<file path="config.mk">
export PLATFORM = sky130hd
export DESIGN_NAME = bacd_decoder
export DESIGN_NICKNAME = d
export VERILOG_FILES = /design/src/logic/bacd_pkg.sv /design/src/logic/bacd_decoder.sv
export VERILOG_INCLUDE_DIRS = /design/src /design/src/logic
export SDC_FILE = /design/constraint.sdc
export NUM_CORES = 1
export LEC_CHECK = 0
export ABC_CLOCK_PERIOD_IN_PS = 1590
export BUFFER_PORTS_ARGS = -buffer_cell sky130_fd_sc_hd__buf_2
export CORE_MARGIN = 2
export CORE_UTILIZATION = 40
export CTS_CLUSTER_SIZE = 20
export DETAILED_ROUTE_END_ITERATION = 12
export PLACE_DENSITY = 0.63
export SLEW_MARGIN = 20
export SYNTH_ARGS = -nofsm -noshare
export SYNTH_HDL_FRONTEND = slang
export SYNTH_SLANG_ARGS = --single-unit
</file>
<file path="constraint.sdc">
create_clock -name i_ref_clk -period 1.59 [get_ports i_ref_clk]
set_clock_uncertainty 0.15 [all_clocks]
set_input_delay 0.0795 -clock i_ref_clk [delete_from_list [all_inputs] [get_ports i_ref_clk]]
set_output_delay 0.0795 -clock i_ref_clk [all_outputs]
set_load 0.02 [all_outputs]
</file>
<file path="src/logic/bacd_defines.svh">
`ifndef BACD_DEFINES_SVH
`define BACD_DEFINES_SVH

// indirect-destination prefix byte
`define BACD_PREFIX_IND 8'h09
`define BACD_SIZE_WORD 1'b1

// register operand codes
`define BACD_F_R0L 5'h12
`define BACD_F_R0H 5'h10
`define BACD_F_R1L 5'h13
`define BACD_F_R1H 5'h11

// operand groups, upper four bits of the 5-bit field
`define BACD_GRP_IND 4'h0
`define BACD_GRP_AREG 4'h1
`define BACD_GRP_D8A 4'h2
`define BACD_GRP_D8B 4'h3
`define BACD_GRP_D16A 4'h4
`define BACD_GRP_D16B 4'h5
`define BACD_GRP_D24A 4'h6
`define BACD_GRP_ABS 4'h7
`define BACD_ABS_SHORT 1'b1

// extra operand bytes
`define BACD_EXT_S 4'h1
`define BACD_EXT_M 4'h2
`define BACD_EXT_L 4'h3

// displacement widths in bits
`define BACD_BIT_DISP_S 5'h0B
`define BACD_BIT_DISP_M 5'h13
`define BACD_BIT_DISP_L 5'h1B
`define BACD_CMP_DISP_S 5'h08
`define BACD_CMP_DISP_M 5'h10
`define BACD_CMP_DISP_L 5'h18

// base bytes, register cycles, memory cycles
`define BACD_BRK_B 4'h1
`define BACD_BRK_C 5'h11
`define BACD_BRK_VT_C 5'h02
`define BACD_BIT_B 4'h2
`define BACD_BIT_RC 5'h01
`define BACD_BIT_MC 5'h03
`define BACD_RMW_B 4'h2
`define BACD_RMW_RC 5'h02
`define BACD_RMW_MC 5'h04
`define BACD_BIT_EXOR_OP_B 4'h3
`define BACD_BIT_EXOR_OP_RC 5'h02
`define BACD_BIT_EXOR_OP_MC 5'h04
`define BACD_RANGE_LIMIT_OP_B 4'h5
`define BACD_RANGE_LIMIT_OP_RC 5'h06
`define BACD_RANGE_LIMIT_OP_MC 5'h08
`define BACD_RANGE_LIMIT_OP_W_B 4'h2
`define BACD_CMPG_B 4'h3
`define BACD_CMPG_RC 5'h01
`define BACD_CMPG_MC 5'h03
`define BACD_CMP_W_B 4'h1
`define BACD_CMPL_B 4'h6
`define BACD_CMPL_RC 5'h02
`define BACD_CMPL_MC 5'h04
`define BACD_CMPQ_B 4'h2
`define BACD_CMPQ_RC 5'h01
`define BACD_CMPQ_MC 5'h03
`define BACD_IND_B 4'h1
`define BACD_IND_C 5'h03

`endif

</file>
<file path="src/logic/bacd_pkg.sv">
package bacd_pkg;

    typedef enum logic [3:0] {
        BACD_BREAK_TRAP,
        BACD_BIT_SET_OP,
        BACD_BIT_TEST_OP,
        BACD_BIT_TEST_CLEAR_OP,
        BACD_BIT_TEST_SET_OP,
        BACD_BIT_EXOR_OP,
        BACD_RANGE_LIMIT_OP,
        BACD_COMPARE_OP_G,
        BACD_COMPARE_OP_L,
        BACD_COMPARE_OP_Q
    } bacd_op_t;

    typedef enum logic [3:0] {
        BACD_OPND_NONE,
        BACD_OPND_DATA_REG_ZERO_LOW,
        BACD_OPND_DATA_REG_ZERO_HIGH,
        BACD_OPND_DATA_REG_ONE_LOW,
        BACD_OPND_DATA_REG_ONE_HIGH,
        BACD_OPND_REG_PAIR_TWO_ZERO,
        BACD_OPND_REG_PAIR_THREE_ONE,
        BACD_OPND_ADDR_REG_ZERO,
        BACD_OPND_ADDR_REG_ONE,
        BACD_OPND_IND_AREG,
        BACD_OPND_DISP_AREG,
        BACD_OPND_DISP_BASE,
        BACD_OPND_ABS
    } bacd_opnd_t;

    typedef struct packed {
        bacd_op_t op;
        logic word;
        logic [4:0] field;
        logic [7:0] first_byte;
        logic via_table;
        logic [3:0] quick_immediate_field;
        logic [15:0] opnd_val;
        logic [15:0] lim_lo;
        logic [15:0] lim_hi;
        logic [3:0] bit_idx;
        logic carry;
    } bacd_req_t;

    typedef struct packed {
        logic valid;
        logic illegal;
        logic [3:0] bytes;
        logic [4:0] cycles;
        logic indirect;
        logic word;
        bacd_opnd_t opnd;
        logic alt_base;
        logic [4:0] disp_bits;
        logic [7:0] quick_imm;
        logic [15:0] result;
        logic flag;
    } bacd_state_t;

endpackage : bacd_pkg

</file>
<file path="src/logic/bacd_decoder.sv">
`timescale 1ns/1ns
`include "bacd_defines.svh"
module bacd_decoder
    import bacd_pkg::*;
(
    input wire logic i_ref_clk,
    input wire logic i_rst_b,
    input wire logic i_req_valid,
    input wire bacd_req_t i_req,
    output bacd_state_t o_dec
);

    bacd_state_t st_q;
    bacd_state_t st_d;
    logic prior_bit;

    assign prior_bit = i_req.opnd_val[i_req.bit_idx];

    always_comb begin
        logic mem;
        logic is_bit;
        logic is_cmp;
        logic [3:0] ext;
        logic [3:0] base_b;
        logic [4:0] reg_c;
        logic [4:0] mem_c;
        logic signed [15:0] v;
        logic signed [15:0] lo;
        logic signed [15:0] hi;
        logic signed [15:0] imm;
        logic [15:0] res;
        logic wide;
        mem = 1'b1;
        wide = 1'b0;
        is_bit = 1'b0;
        is_cmp = 1'b0;
        ext = 4'h0;
        base_b = 4'h0;
        reg_c = 5'h00;
        mem_c = 5'h00;
        v = 16'sh0000;
        lo = 16'sh0000;
        hi = 16'sh0000;
        imm = 16'sh0000;
        res = 16'h0000;
        st_d = st_q;
        st_d.valid = 1'b0;
        if (i_req_valid) begin
            st_d = '0;
            st_d.valid = 1'b1;
            st_d.opnd = BACD_OPND_NONE;
            case (i_req.op)
                BACD_BREAK_TRAP: begin
                    base_b = `BACD_BRK_B;
                    reg_c = i_req.via_table ? `BACD_BRK_C + `BACD_BRK_VT_C : `BACD_BRK_C;
                    mem_c = reg_c;
                end
                BACD_BIT_SET_OP, BACD_BIT_TEST_OP: begin
                    is_bit = 1'b1;
                    base_b = `BACD_BIT_B;
                    reg_c = `BACD_BIT_RC;
                    mem_c = `BACD_BIT_MC;
                end
                BACD_BIT_TEST_CLEAR_OP, BACD_BIT_TEST_SET_OP: begin
                    is_bit = 1'b1;
                    base_b = `BACD_RMW_B;
                    reg_c = `BACD_RMW_RC;
                    mem_c = `BACD_RMW_MC;
                end
                BACD_BIT_EXOR_OP: begin
                    is_bit = 1'b1;
                    base_b = `BACD_BIT_EXOR_OP_B;
                    reg_c = `BACD_BIT_EXOR_OP_RC;
                    mem_c = `BACD_BIT_EXOR_OP_MC;
                end
                BACD_RANGE_LIMIT_OP: begin
                    st_d.word = (i_req.word == `BACD_SIZE_WORD);
                    base_b = st_d.word ? `BACD_RANGE_LIMIT_OP_B + `BACD_RANGE_LIMIT_OP_W_B : `BACD_RANGE_LIMIT_OP_B;
                    reg_c = `BACD_RANGE_LIMIT_OP_RC;
                    mem_c = `BACD_RANGE_LIMIT_OP_MC;
                end
                BACD_COMPARE_OP_G: begin
                    is_cmp = 1'b1;
                    st_d.word = (i_req.word == `BACD_SIZE_WORD);
                    base_b = st_d.word ? `BACD_CMPG_B + `BACD_CMP_W_B : `BACD_CMPG_B;
                    reg_c = `BACD_CMPG_RC;
                    mem_c = `BACD_CMPG_MC;
                end
                BACD_COMPARE_OP_L: begin
                    is_cmp = 1'b1;
                    base_b = `BACD_CMPL_B;
                    reg_c = `BACD_CMPL_RC;
                    mem_c = `BACD_CMPL_MC;
                end
                BACD_COMPARE_OP_Q: begin
                    is_cmp = 1'b1;
                    st_d.word = (i_req.word == `BACD_SIZE_WORD);
                    base_b = `BACD_CMPQ_B;
                    reg_c = `BACD_CMPQ_RC;
                    mem_c = `BACD_CMPQ_MC;
                end
                default: begin
                    st_d.illegal = 1'b1;
                end
            endcase
            // operand field; break trap carries none
            if (i_req.op == BACD_BREAK_TRAP) begin
                mem = 1'b0;
            end else begin
                st_d.alt_base = i_req.field[0];
                case (i_req.field[4:1])
                    `BACD_GRP_IND: st_d.opnd = BACD_OPND_IND_AREG;
                    `BACD_GRP_AREG: begin
                        mem = 1'b0;
                        st_d.opnd = i_req.field[0] ? BACD_OPND_ADDR_REG_ONE : BACD_OPND_ADDR_REG_ZERO;
                    end
                    `BACD_GRP_D8A, `BACD_GRP_D8B: begin
                        ext = `BACD_EXT_S;
                        st_d.opnd = (i_req.field[4:1] == `BACD_GRP_D8A) ? BACD_OPND_DISP_AREG : BACD_OPND_DISP_BASE;
                    end
                    `BACD_GRP_D16A, `BACD_GRP_D16B: begin
                        ext = `BACD_EXT_M;
                        st_d.opnd = (i_req.field[4:1] == `BACD_GRP_D16A) ? BACD_OPND_DISP_AREG : BACD_OPND_DISP_BASE;
                    end
                    `BACD_GRP_D24A: begin
                        ext = `BACD_EXT_L;
                        st_d.opnd = BACD_OPND_DISP_AREG;
                    end
                    `BACD_GRP_ABS: begin
                        ext = (i_req.field[0] == `BACD_ABS_SHORT) ? `BACD_EXT_M : `BACD_EXT_L;
                        st_d.opnd = BACD_OPND_ABS;
                    end
                    default: begin
                        mem = 1'b0;
                        case (i_req.field)
                            `BACD_F_R0L: st_d.opnd = (i_req.op == BACD_COMPARE_OP_L) ?
                                BACD_OPND_REG_PAIR_TWO_ZERO : BACD_OPND_DATA_REG_ZERO_LOW;
                            `BACD_F_R1L: st_d.opnd = (i_req.op == BACD_COMPARE_OP_L) ?
                                BACD_OPND_REG_PAIR_THREE_ONE : BACD_OPND_DATA_REG_ONE_LOW;
                            `BACD_F_R0H: begin
                                st_d.opnd = BACD_OPND_DATA_REG_ZERO_HIGH;
                                st_d.illegal = (i_req.op == BACD_COMPARE_OP_L);
                            end
                            `BACD_F_R1H: begin
                                st_d.opnd = BACD_OPND_DATA_REG_ONE_HIGH;
                                st_d.illegal = (i_req.op == BACD_COMPARE_OP_L);
                            end
                            default: st_d.illegal = 1'b1;
                        endcase
                    end
                endcase
            end
            // bit operands use 11/19/27-bit bases, others 8/16/24-bit offsets
            case (ext)
                `BACD_EXT_S: st_d.disp_bits = is_bit ? `BACD_BIT_DISP_S : `BACD_CMP_DISP_S;
                `BACD_EXT_M: st_d.disp_bits = is_bit ? `BACD_BIT_DISP_M : `BACD_CMP_DISP_M;
                `BACD_EXT_L: st_d.disp_bits = is_bit ? `BACD_BIT_DISP_L : `BACD_CMP_DISP_L;
                default: st_d.disp_bits = 5'h00;
            endcase
            st_d.bytes = base_b + ext;
            st_d.cycles = mem ? mem_c : reg_c;
            // prefix only means something ahead of a compare
            if (is_cmp && i_req.first_byte == `BACD_PREFIX_IND) begin
                st_d.indirect = 1'b1;
                st_d.bytes = base_b + ext + `BACD_IND_B;
                st_d.cycles = (mem ? mem_c : reg_c) + `BACD_IND_C;
            end
            st_d.quick_imm = {{4{i_req.quick_immediate_field[3]}}, i_req.quick_immediate_field};
            // datapath; byte operations work on sign-extended low bytes
            // 32-bit compare ignores the size bit and works on the full low half
            wide = st_d.word || (i_req.op == BACD_COMPARE_OP_L);
            v = wide ? i_req.opnd_val : {{8{i_req.opnd_val[7]}}, i_req.opnd_val[7:0]};
            lo = wide ? i_req.lim_lo : {{8{i_req.lim_lo[7]}}, i_req.lim_lo[7:0]};
            hi = wide ? i_req.lim_hi : {{8{i_req.lim_hi[7]}}, i_req.lim_hi[7:0]};
            imm = (i_req.op == BACD_COMPARE_OP_Q) ? {{8{st_d.quick_imm[7]}}, st_d.quick_imm} : lo;
            res = i_req.opnd_val;
            case (i_req.op)
                BACD_BIT_SET_OP: begin
                    res[i_req.bit_idx] = 1'b1;
                    st_d.flag = prior_bit;
                end
                BACD_BIT_TEST_OP: st_d.flag = prior_bit;
                BACD_BIT_TEST_CLEAR_OP, BACD_BIT_TEST_SET_OP: begin
                    // flag and write-back leave in the same cycle, nothing can interleave
                    st_d.flag = prior_bit;
                    res[i_req.bit_idx] = (i_req.op == BACD_BIT_TEST_SET_OP);
                end
                BACD_BIT_EXOR_OP: st_d.flag = i_req.carry ^ prior_bit;
                BACD_RANGE_LIMIT_OP: begin
                    if (v < lo) begin
                        res = lo;
                    end else if (v > hi) begin
                        res = hi;
                    end else begin
                        res = v;
                    end
                end
                BACD_COMPARE_OP_G, BACD_COMPARE_OP_L, BACD_COMPARE_OP_Q: begin
                    // only the low 16 bits of a 32-bit compare are evaluated here
                    res = v - imm;
                    st_d.flag = (v == imm);
                end
                default: res = i_req.opnd_val;
            endcase
            st_d.result = res;
        end
    end

    always_ff @(posedge i_ref_clk or negedge i_rst_b) begin
        if (!i_rst_b) begin
            st_q <= '0;
        end else begin
            st_q <= st_d;
        end
    end

    assign o_dec = st_q;
endmodule : bacd_decoder

</file>
==> results of run 1 <==
cell usage in the layout, fill, tap and decap left out, types with 9 or more instances in the layout:
cell type  count
a211oi_1      14
buf_2        120
a21o_1        11
o22ai_1       11
inv_1         39
o211ai_1       9
a21oi_1       63
xor2_1        11
a31oi_1       13
nor2b_1       10
dfrtp_1       42
o21ai_0       32
nand2_1       51
mux2i_1       10
mux2_2        15
buf_12        11
nor2_1        58
a221oi_2      12
a21oi_2       15
xnor2_1       19
buf_6         24
buf_4        236
nand3_1       12
ha_1          34
worst reg2reg max path, stage by stage (launching register included):
cell and delay (ns):
dfrtp_1 0.40, o21ai_0 0.30, nor2_1 0.09, mux2i_1 0.15
o21ai_1 0.10
where the power goes:
group          internal (W)  switching [W]  leakage [nW]
Clock              0.000904       0.000483        0.0940
Combinational       0.00169        0.00176          3.73
Sequential          0.00120      0.0000983         0.510
Total               0.00380        0.00234          4.33
per-stage QoR:
stage | power (W) | hold slack (ns)
finish | 0.00613 | 0.0208
global route | 0.00644 | 0.0532
CTS | 0.00596 | 0.00641
detailed placement | 0.00418 | 0.0470
global placement | 0.00412 | 0.0420
floorplan | 0.00288 | -0.366
routing by layer:
metal	wire [um]	vias up	part of all wire	GRT usage
li1	-	3297	-	-
met1	9680	3387	0.41	0.411
met2	11400	352	0.48	0.543
met3	1860	42	0.079	0.0575
met4	672	0	0.028	0.100
met5	0	-	0	0
kinds of logic (layout without fill, tap and decap cells):
family | Yosys count | after routing
mux | 40 | 40
compound gates | 249 | 249
flops | 42 | 42
fa+ha+maj | 46 | 46
buf+inv | 99 | 447
xor+xnor | 30 | 30
other cells | 1 | 1
simple gates | 200 | 200
final timing paths:
| kind | from | to | slack [ns] | depth (start not counted) |
|---|---|---|---|---|
| max | i_req[71] | o_dec[8] | -1.62 | 18 |
| min reg2reg | o_dec[41] | o_dec[41] | 0.35 | 1 |
| max reg2reg | o_dec[15] | o_dec[15] | 0.29 | 4 |
| min | i_req[39] | o_dec[3] | 0.02 | 3 |
| max in group asynchronous | i_rst_b | o_dec[1] | 0.64 | 3 |
| min in group asynchronous | i_rst_b | o_dec[11] | 0.26 | 3 |
layout make-up:
cell class | instances | area [sq um]
Inverter | 42 | 158
Multi-Input combinational cell | 566 | 4550
Timing Repair Buffer | 397 | 2930
Clock buffer | 5 | 125
Clock inverter | 3 | 68.8
Sequential cell | 42 | 1050
Tap cell | 176 | 220
Fill cell | 1062 | 4080
timing repair:
action | CTS | global route
setup buffers | 31 | 10
hold endpoints to repair | 45 | 0
pin swaps | 37 | 34
gates resized for setup | 117 | 43
hold buffers | 4 | 0
setup endpoints to repair | 25 | 26
==> reports/metrics.yaml, run 1 <==
sta:
  worstMarginPinSlew_ns: 0.578
  period_share: 2.02
  setup_tns_ns: -28.86
  min_period_ns: 3.21
  slew_headroom: 0.614
  rsz0062_at_grt: "yes"
  drv_slew: 0
  setup_violations: 25
  hold_viol_final: 0
  setup_ws_ns: -1.62
  max_freq_ghz: 0.311
critical_path:
  crit_arrival_ns: 3.25
  path_buf_inv: 5
  worstPathCellList: "buf_6 > and4b_2 > a21o_4 > buf_8 > buf_12 > a21oi_4 > ha_4 > nand3_2 > or2_4 > a21o_1 > nand3_2 > a211oi_4 > mux2i_4 > buf_6 > buf_6 > mux2i_2 > a221oi_2 > a211oi_1"
  crit_required_ns: 1.63
  start_kind: "input port"
  crit_type: "input port to register"
  crit_fanout: 7
  critPathMaxStageDelay_ns: 0.33
  critPathCaptureType: "register"
  path_common_cell: "buf_6"
  slowest_stage: "mux2i_4"
  cp_top_family: "compound AO/OA/AOI/OAI gates"
clock_network:
  clock_latency_ns: 0.29
  cts.sinks: 42
  clk_pin_slew_worst_paths_ns: 0.07
  cts_htree_levels: 2
  root_buffer: "clkbuf_16"
  cts_tree: "done"
  cts_made_buffers: 5
  clockBufferDepth: 2
synthesis:
  syn_nets: 829
  async_flop_share: 1.00
  synth_commonest_cells: "a21oi_1 (85), nor2_1 (62), nand2_1 (58)"
  synth_top_family_by_area: "compound AO/OA/AOI/OAI gates"
  yosys.area_share.adder: 0.109
  yosysUniqueCellTypes: 65
  synth-edff-count: 0
  ys_warn_count: 0
  synth_top_area_frac: 0.196
  yosys-top-cells-area: "dfrtp_1 (20%), ha_1 (9.6%), a21oi_1 (7.9%)"
  syn_area_per_cell_sq_um: 7.59
  synth_seq_cells: 42
  syn_area_sq_mm: 0.00536
  synth-seq-area-share: 0.196
  synth_top_area_cell: "dfrtp_1"
  synth_cells: 707
  ys.flop_type: "dfrtp_1"
  yosys.area_share.simple: 0.178
  synth_compound_area_frac: 0.301
  synth.most_common_cell: "a21oi_1"
  synth_mux_area_frac: 0.0917
  synthXorXnorAreaFrac: 0.0490
placement:
  port_buffers: 125
  dp_cells: 1184
  gp_congestion: 1.04
  dpl_worst_slack_ns: -2.24
  dpl_cell_area_sq_mm: 0.00786
  hpwl_um: 18200
layout:
  area_growth_pct: 69.8
  diodes: 0
  postLayoutCoreUtil: 0.690
  finalNonFillerCells: 1231
  design_area_sq_mm: 0.00911
  nets: 1176
  drive_gt1_frac: 0.502
  largest_reg_flops: 42
global_route:
  track_usage: 0.319
  grt_max_degree: 71
  grt_pass1_vias: 6845
  grt_first_pass_wirelength_um: 36000
  antenna_found_initial: 0
  grt_overflow: 0
die:
  core_sq_mm: 0.0132
  start_util: 0.407
  die_w_um: 120
  die_h_um: 120
  ioPinCount: 127
  rows: 42
  die-area_sq_mm: 0.0143
route:
  dr.pass1.iters: 7
  drc: 0
  drtIter0Drc: 562
  vias: 7078
  totalWireLength_um: 23600
  drt.antenna.violating_nets: 0
  wl_per_cell_um: 19.2
  vias_per_cell: 5.75
status:
  status: "finished with violations"
  violations: "setup timing"
power_and_ir_drop:
  ir_worst_vdd_mv: 0.372
  power_density_mw_per_mm2: 674
  leakage_nw: 4.33
job:
  maxCapViolations: 0
min_path:
  hold_class: "input port to register"
Power figures use the tool's default switching activity.
==> run 2: changes to the inputs <==
--- a/config.mk
+++ b/config.mk
@@ -6,13 +6,14 @@
 export SDC_FILE = /design/constraint.sdc
 export NUM_CORES = 1
 export LEC_CHECK = 0
-export ABC_CLOCK_PERIOD_IN_PS = 1590
+export ABC_CLOCK_PERIOD_IN_PS = 3900
 export BUFFER_PORTS_ARGS = -buffer_cell sky130_fd_sc_hd__buf_2
 export CORE_MARGIN = 2
 export CORE_UTILIZATION = 40
 export CTS_CLUSTER_SIZE = 20
 export DETAILED_ROUTE_END_ITERATION = 12
 export PLACE_DENSITY = 0.63
+export SKIP_CTS_REPAIR_TIMING = 1
 export SLEW_MARGIN = 20
 export SYNTH_ARGS = -nofsm -noshare
 export SYNTH_HDL_FRONTEND = slang
==> constraint.sdc (replaced) <==
create_clock -name i_ref_clk -period 3.9 [get_ports i_ref_clk]
set_clock_uncertainty 0.15 [all_clocks]
set_input_delay 0.195 -clock i_ref_clk [delete_from_list [all_inputs] [get_ports i_ref_clk]]
set_output_delay 0.195 -clock i_ref_clk [all_outputs]
set_load 0.02 [all_outputs]
==> reports/metrics.yaml, run 2 (synthesis gave the netlist of run 1 again) <==
die:
  die_h_um: 120  # unchanged
  die_w_um: 120  # unchanged
  start_util: 0.407  # unchanged
  core_sq_mm: 0.0132  # unchanged
  ioPinCount: 127  # unchanged
  die-area_sq_mm: 0.0143  # unchanged
  rows: 42  # unchanged
layout:
  mostFrequentLayoutCell: "buf_2"
  diodes: 0  # unchanged
  drive_gt1_frac: 0.275  # -0.227
  layout_common_cells: "buf_2 (124), a21oi_1 (83), nor2_1 (61)"
  area_growth_pct: 23.2
  fill_cells: 1352  # +27%
  postLayoutCoreUtil: 0.501  # -0.190
  design_area_sq_mm: 0.00661  # -27%
  nets: 960  # -18%
  largest_reg_flops: 42  # unchanged
global_route:
  track_usage: 0.283  # -0.0360
  grt_max_degree: 71  # unchanged
  grt_overflow: 0  # unchanged
  grt_first_pass_wirelength_um: 32000  # -11%
  grt_pass1_vias: 5999  # -12%
  antenna_found_initial: 0  # unchanged
critical_path:
  worstPathCellList: "buf_2 > and4b_1 > a21o_2 > buf_4 > a21oi_1 > inv_1 > ha_1 > and4_1 > o2111ai_1 > mux2i_1 > a211oi_2 > buf_4 > mux2i_4 > buf_12 > mux2_4 > a221oi_1 > o22ai_1"
  path_common_cell: "buf_4"
  crit_required_ns: 3.90  # +2.27 ns
  crit_arrival_ns: 3.59  # +0.34 ns
  slowest_stage: "ha_1"
  start_kind: "input port"
  path_buf_inv: 5  # unchanged
  worstRegToRegCells: 4  # unchanged
  critPathCaptureType: "register"
  rrSetupSlack_ns: 2.66  # +2.37 ns
  critPathMaxStageDelay_ns: 0.30  # -0.03 ns
  crit_fanout: 16  # +9
  cp.depth: 17  # -1
  crit_type: "input port to register"
  cp_top_family: "compound AO/OA/AOI/OAI gates"
clock_network:
  root_buffer: "clkbuf_16"
  cts.sinks: 42  # unchanged
  clockBufferDepth: 2  # unchanged
  clk_pin_slew_worst_paths_ns: 0.07  # about the same
  cts_htree_levels: 2  # unchanged
  cts_tree: "done"
  cts_made_buffers: 5  # unchanged
  clock_latency_ns: 0.29  # about the same
placement:
  gp_congestion: 0.972  # -6.7%
  dpl_cell_area_sq_mm: 0.00642  # -18%
  port_buffers: 125  # unchanged
  hpwl_um: 16300  # -11%
status:
  status: "completed"
route:
  totalWireLength_um: 20400  # -14%
  vias: 6062  # -14%
  drc: 0  # unchanged
  drtIter0Drc: 548  # -2.5%
  vias_per_cell: 5.97  # +3.9%
  drt.antenna.violating_nets: 0  # unchanged
  dr.pass1.iters: 5  # -2
  wl_per_cell_um: 20.1  # +4.8%
sta:
  drv_slew: 0  # unchanged
  rsz0062_at_grt: "no"
  max_freq_ghz: 0.278
  min_period_ns: 3.59
  hold_viol_final: 0  # unchanged
  period_share: 0.921
  worstMarginPinSlew_ns: 0.743  # +0.165 ns
  slew_headroom: 0.505  # -0.110
  setup_violations: 0  # -100%
min_path:
  hold_depth: 2  # -1
  hold_class: "input port to register"
power_and_ir_drop:
  seqPwrFrac: 0.269  # +0.058
  ir_worst_vdd_mv: 0.191  # -49%
  switching_share: 0.419  # +0.0377
  p_int_w: 0.00114  # -70%
  p_sw_w: 0.000821  # -65%
  pwr-share-clk: 0.224  # -0.002
  power_density_mw_per_mm2: 297  # -56%
  leakage_nw: 3.04  # -30%
  power.total_w: 0.00196  # -68%
  comb_power_share: 0.507  # -0.056
job:
  maxCapViolations: 0  # unchanged
## run 2: cell count changes in the layout (fill, tap and decap cells not counted), sizes merged
cell and delta:
buf -213, bufinv -2, clkinv -1, clkinvlp +2
dlygate4sd3 -3, inv +1
## run 2: worst paths after layout
kind,start,to
worst max-delay path,i_req[73],o_dec[5]
worst min-delay path,i_req[54],o_dec[18]
max in group asynchronous,i_rst_b,o_dec[7]
worst min register to register,o_dec[39],o_dec[39]
worst max register to register,o_dec[15],o_dec[15]
min in group asynchronous,i_rst_b,o_dec[35]
## run 2: final cells by class
class | instances | area (sq um) | area share
Clock buffer | 5 | 125 | 0.0189
Timing Repair Buffer | 181 | 1060 | 0.161
Clock inverter | 3 | 23.8 | 0.00360
Multi-Input combinational cell | 566 | 3970 | 0.600
Sequential cell | 42 | 1050 | 0.159
Inverter | 42 | 158 | 0.0239
Tap cell | 176 | 220 | 0.0333
## run 2: metrics by stage
stage | hold slack [ns] | TNS, ns | cells | setup slack [ns]
final | 0.0147 | 0 | 1015 | 0.309
after global routing | 0.0108 | 0 | 1015 | 0.0762
after CTS | -0.0234 | 0 | 1012 | 0.224
after detailed placement | 0.294 | -0.347 | 1004 | -0.0850
after global placement | 0.260 | 0 | 1004 | 0.0105
after floorplan | -0.251 | 0 | 707 | 0.0262
## run 2: per-layer routing
| metal | GRT usage | part of all wire | up-vias |
|---|---|---|---|
| li1 | - | - | 2856 |
| met1 | 0.344 | 0.40 | 2942 |
| met2 | 0.514 | 0.51 | 235 |
| met3 | 0.0413 | 0.062 | 29 |
| met4 | 0.0897 | 0.027 | 0 |
| met5 | 0 | 0 | - |
## run 2: power by group through the flow
stage / logic (W) / registers [W] / clock network [W]
finish: 0.000994 / 0.000527 / 0.000438
global route: 0.00108 / 0.000533 / 0.000471
CTS: 0.000977 / 0.000526 / 0.000452
detailed placement: 0.000972 / 0.000533 / 0
global placement: 0.000956 / 0.000532 / 0
floorplan: 0.000571 / 0.000590 / 0
==> run 3: changes to the inputs <==
--- a/config.mk
+++ b/config.mk
@@ -6,13 +6,12 @@
 export SDC_FILE = /design/constraint.sdc
 export NUM_CORES = 1
 export LEC_CHECK = 0
-export ABC_CLOCK_PERIOD_IN_PS = 3900
+export ABC_CLOCK_PERIOD_IN_PS = 4200
 export BUFFER_PORTS_ARGS = -buffer_cell sky130_fd_sc_hd__buf_2
 export CORE_MARGIN = 2
 export CORE_UTILIZATION = 40
 export CTS_CLUSTER_SIZE = 20
 export DETAILED_ROUTE_END_ITERATION = 12
-export PLACE_DENSITY = 0.63
 export SKIP_CTS_REPAIR_TIMING = 1
 export SLEW_MARGIN = 20
 export SYNTH_ARGS = -nofsm -noshare
==> constraint.sdc (replaced) <==
create_clock -name i_ref_clk -period 4.2 [get_ports i_ref_clk]
set_clock_uncertainty 0.15 [all_clocks]
set_input_delay 0.21 -clock i_ref_clk [delete_from_list [all_inputs] [get_ports i_ref_clk]]
set_output_delay 0.21 -clock i_ref_clk [all_outputs]
set_load 0.02 [all_outputs]
==> reports/metrics.yaml, run 3 (synthesis gave the netlist of run 1 again) <==
critical_path:
  path_buf_inv: 2  # -3
  critPathMaxStageDelay_ns: 0.46  # +0.16 ns
  r2r-end: "o_dec[15]"
  worstPathCellList: "buf_2 > buf_4 > and3b_1 > nor2_1 > a21oi_1 > ha_1 > nor2b_1 > o31ai_1 > nand2_1 > a221o_1 > maj3_1 > a2111oi_0 > o21bai_1 > xor2_1 > o22ai_1"
  reg2reg_from: "o_dec[15]"
  crit_required_ns: 4.27  # +0.37 ns
  crit_fanout: 22  # +6
  start_kind: "input port"
  critPathCaptureType: "register"
  cp_top_family: "compound AO/OA/AOI/OAI gates"
  rrSetupSlack_ns: 2.87  # +0.21 ns
  crit_type: "input port to register"
  slowest_stage: "and3b_1"
  crit_arrival_ns: 3.97  # +0.38 ns
  worstRegToRegCells: 4  # unchanged
layout:
  fill_cells: 1311  # -3.0%
  seq_area_sq_mm: 0.00105  # unchanged
  nets: 942  # -1.9%
  mostFrequentLayoutCell: "buf_2"
  area_growth_pct: 20.4
  diodes: 0  # unchanged
  largest_reg_flops: 42  # unchanged
  layout_common_cells: "buf_2 (124), a21oi_1 (84), nor2_1 (62)"
  drive_gt1_frac: 0.253  # -0.0220
  postLayoutCoreUtil: 0.490  # -0.0112
  multi_input_area_sq_mm: 0.00393  # -1.0%
sta:
  hold_viol_final: 0  # unchanged
  max_freq_ghz: 0.256
  setup_ws_ns: 0.298  # -0.0113 ns
  worstMarginPinSlew_ns: 0.796  # +0.0529 ns
  drv_slew: 0  # unchanged
  period_share: 0.929
  min_period_ns: 3.90
  setup_tns_ns: 0  # unchanged
  setup_violations: 0  # unchanged
  slew_headroom: 0.469  # -0.0352
  rsz0062_at_grt: "no"
power_and_ir_drop:
  leakage_nw: 2.96  # -2.8%
  power_density_mw_per_mm2: 278  # -6.4%
  seqPwrFrac: 0.270  # about the same
  p_int_w: 0.00105  # -7.6%
  switching_share: 0.413  # -0.00557
  comb_power_share: 0.496  # -0.011
  p_sw_w: 0.000741  # -9.7%
  pwr-share-clk: 0.234  # +0.010
  ir_worst_vdd_mv: 0.162  # -15%
min_path:
  min_to: "o_dec[17]"
  worstHoldStart: "i_req[53]"
  hold_depth: 2  # unchanged
  hold_class: "input port to register"
route:
  wl_per_cell_um: 19.4  # -3.7%
  drt.antenna.violating_nets: 0  # unchanged
  drtIter0Drc: 698  # +27%
  totalWireLength_um: 19300  # -5.4%
  dr.pass1.iters: 5  # unchanged
  vias: 5900  # -2.7%
  vias_per_cell: 5.92  # -0.92%
  drc: 0  # unchanged
clock_network:
  cts_made_buffers: 5  # unchanged
  clock_latency_ns: 0.29  # about the same
  cts.sinks: 42  # unchanged
  cts_tree: "done"
  clockBufferDepth: 2  # unchanged
  clk_pin_slew_worst_paths_ns: 0.07  # about the same
  cts_htree_levels: 2  # unchanged
  root_buffer: "clkbuf_16"
global_route:
  track_usage: 0.268  # -0.0157
  grt_overflow: 0  # unchanged
  antenna_found_initial: 0  # unchanged
  grt_max_degree: 43  # -39%
  grt_first_pass_wirelength_um: 30100  # -5.7%
  grt_pass1_vias: 5472  # -8.8%
placement:
  hpwl_um: 15300  # -5.8%
  gp_congestion: 1.00  # +3.3%
  port_buffers: 125  # unchanged
  dpl_worst_slack_ns: 0.0521  # +0.137 ns
die:
  start_util: 0.407  # unchanged
  die-area_sq_mm: 0.0143  # unchanged
  ioPinCount: 127  # unchanged
  die_w_um: 120  # unchanged
  rows: 42  # unchanged
  core_sq_mm: 0.0132  # unchanged
  die_h_um: 120  # unchanged
job:
  maxCapViolations: 0  # unchanged
status:
  status: "completed"
-- run 3: changes by cell type in the layout (fill, tap and decap cells not counted), sizes merged --
cell / previous run / this run
inv: 43 / 42
clkinv: 0 / 1
buf: 180 / 162
clkbuf: 5 / 6
clkinvlp: 2 / 1
-- run 3: metrics by stage --
step | hold WS, ns | cell area [sq um] | cells | total power, W
floorplan | -0.236 | 5380 | 707 | 0.00106
global placement | 0.278 | 6290 | 988 | 0.00136
detailed placement | 0.300 | 6290 | 988 | 0.00137
CTS | -0.0142 | 6440 | 996 | 0.00179
global route | 0.0360 | 6460 | 997 | 0.00189
finish | 0.0297 | 6460 | 997 | 0.00179
-- run 3: worst reg2reg max path: cells and delay by family, from the launching register on --
| kind | cells | cell delay, ns |
|---|---|---|
| flops | 1 | 0.40 |
| compound gates | 2 | 0.39 |
| simple gates | 1 | 0.09 |
| mux | 1 | 0.17 |
-- run 3: cell type report --
cell class | instances | share of cell area
clock buffer | 6 | 0.0215
tap | 176 | 0.0341
inverter | 42 | 0.0244
sequential | 42 | 0.163
clock inverter | 2 | 0.00194
multi-input combinational | 566 | 0.608
timing repair buffer | 163 | 0.148
-- run 3: power groups by stage --
| stage | combinational [W] | sequential, W | clock (W) |
|---|---|---|---|
| detailed placement | 0.000876 | 0.000492 | 0 |
| CTS | 0.000882 | 0.000484 | 0.000427 |
| finish | 0.000889 | 0.000484 | 0.000421 |
| global placement | 0.000867 | 0.000492 | 0 |
| floorplan | 0.000513 | 0.000548 | 0 |
| global route | 0.000967 | 0.000489 | 0.000439 |
-- run 3: how the worst max path moves through the flow --
stage	depth (start not counted)	slack (ns)	end	startpoint
floorplan	17	0.02	o_dec[4]	i_req[74]
global placement	15	0.21	o_dec[16]	i_req[75]
detailed placement	15	0.05	o_dec[16]	i_req[75]
CTS	15	0.36	o_dec[16]	i_req[75]
global route	15	0.05	o_dec[16]	i_req[75]
finish	15	0.30	o_dec[16]	i_req[75]
-- run 3: layer usage --
metal	GRT usage	up-vias	wire, um
met4	0.0860	0	565
met3	0.0342	35	1120
met5	0	-	0
li1	-	2823	-
met1	0.348	2803	8170
met2	0.461	239	9480
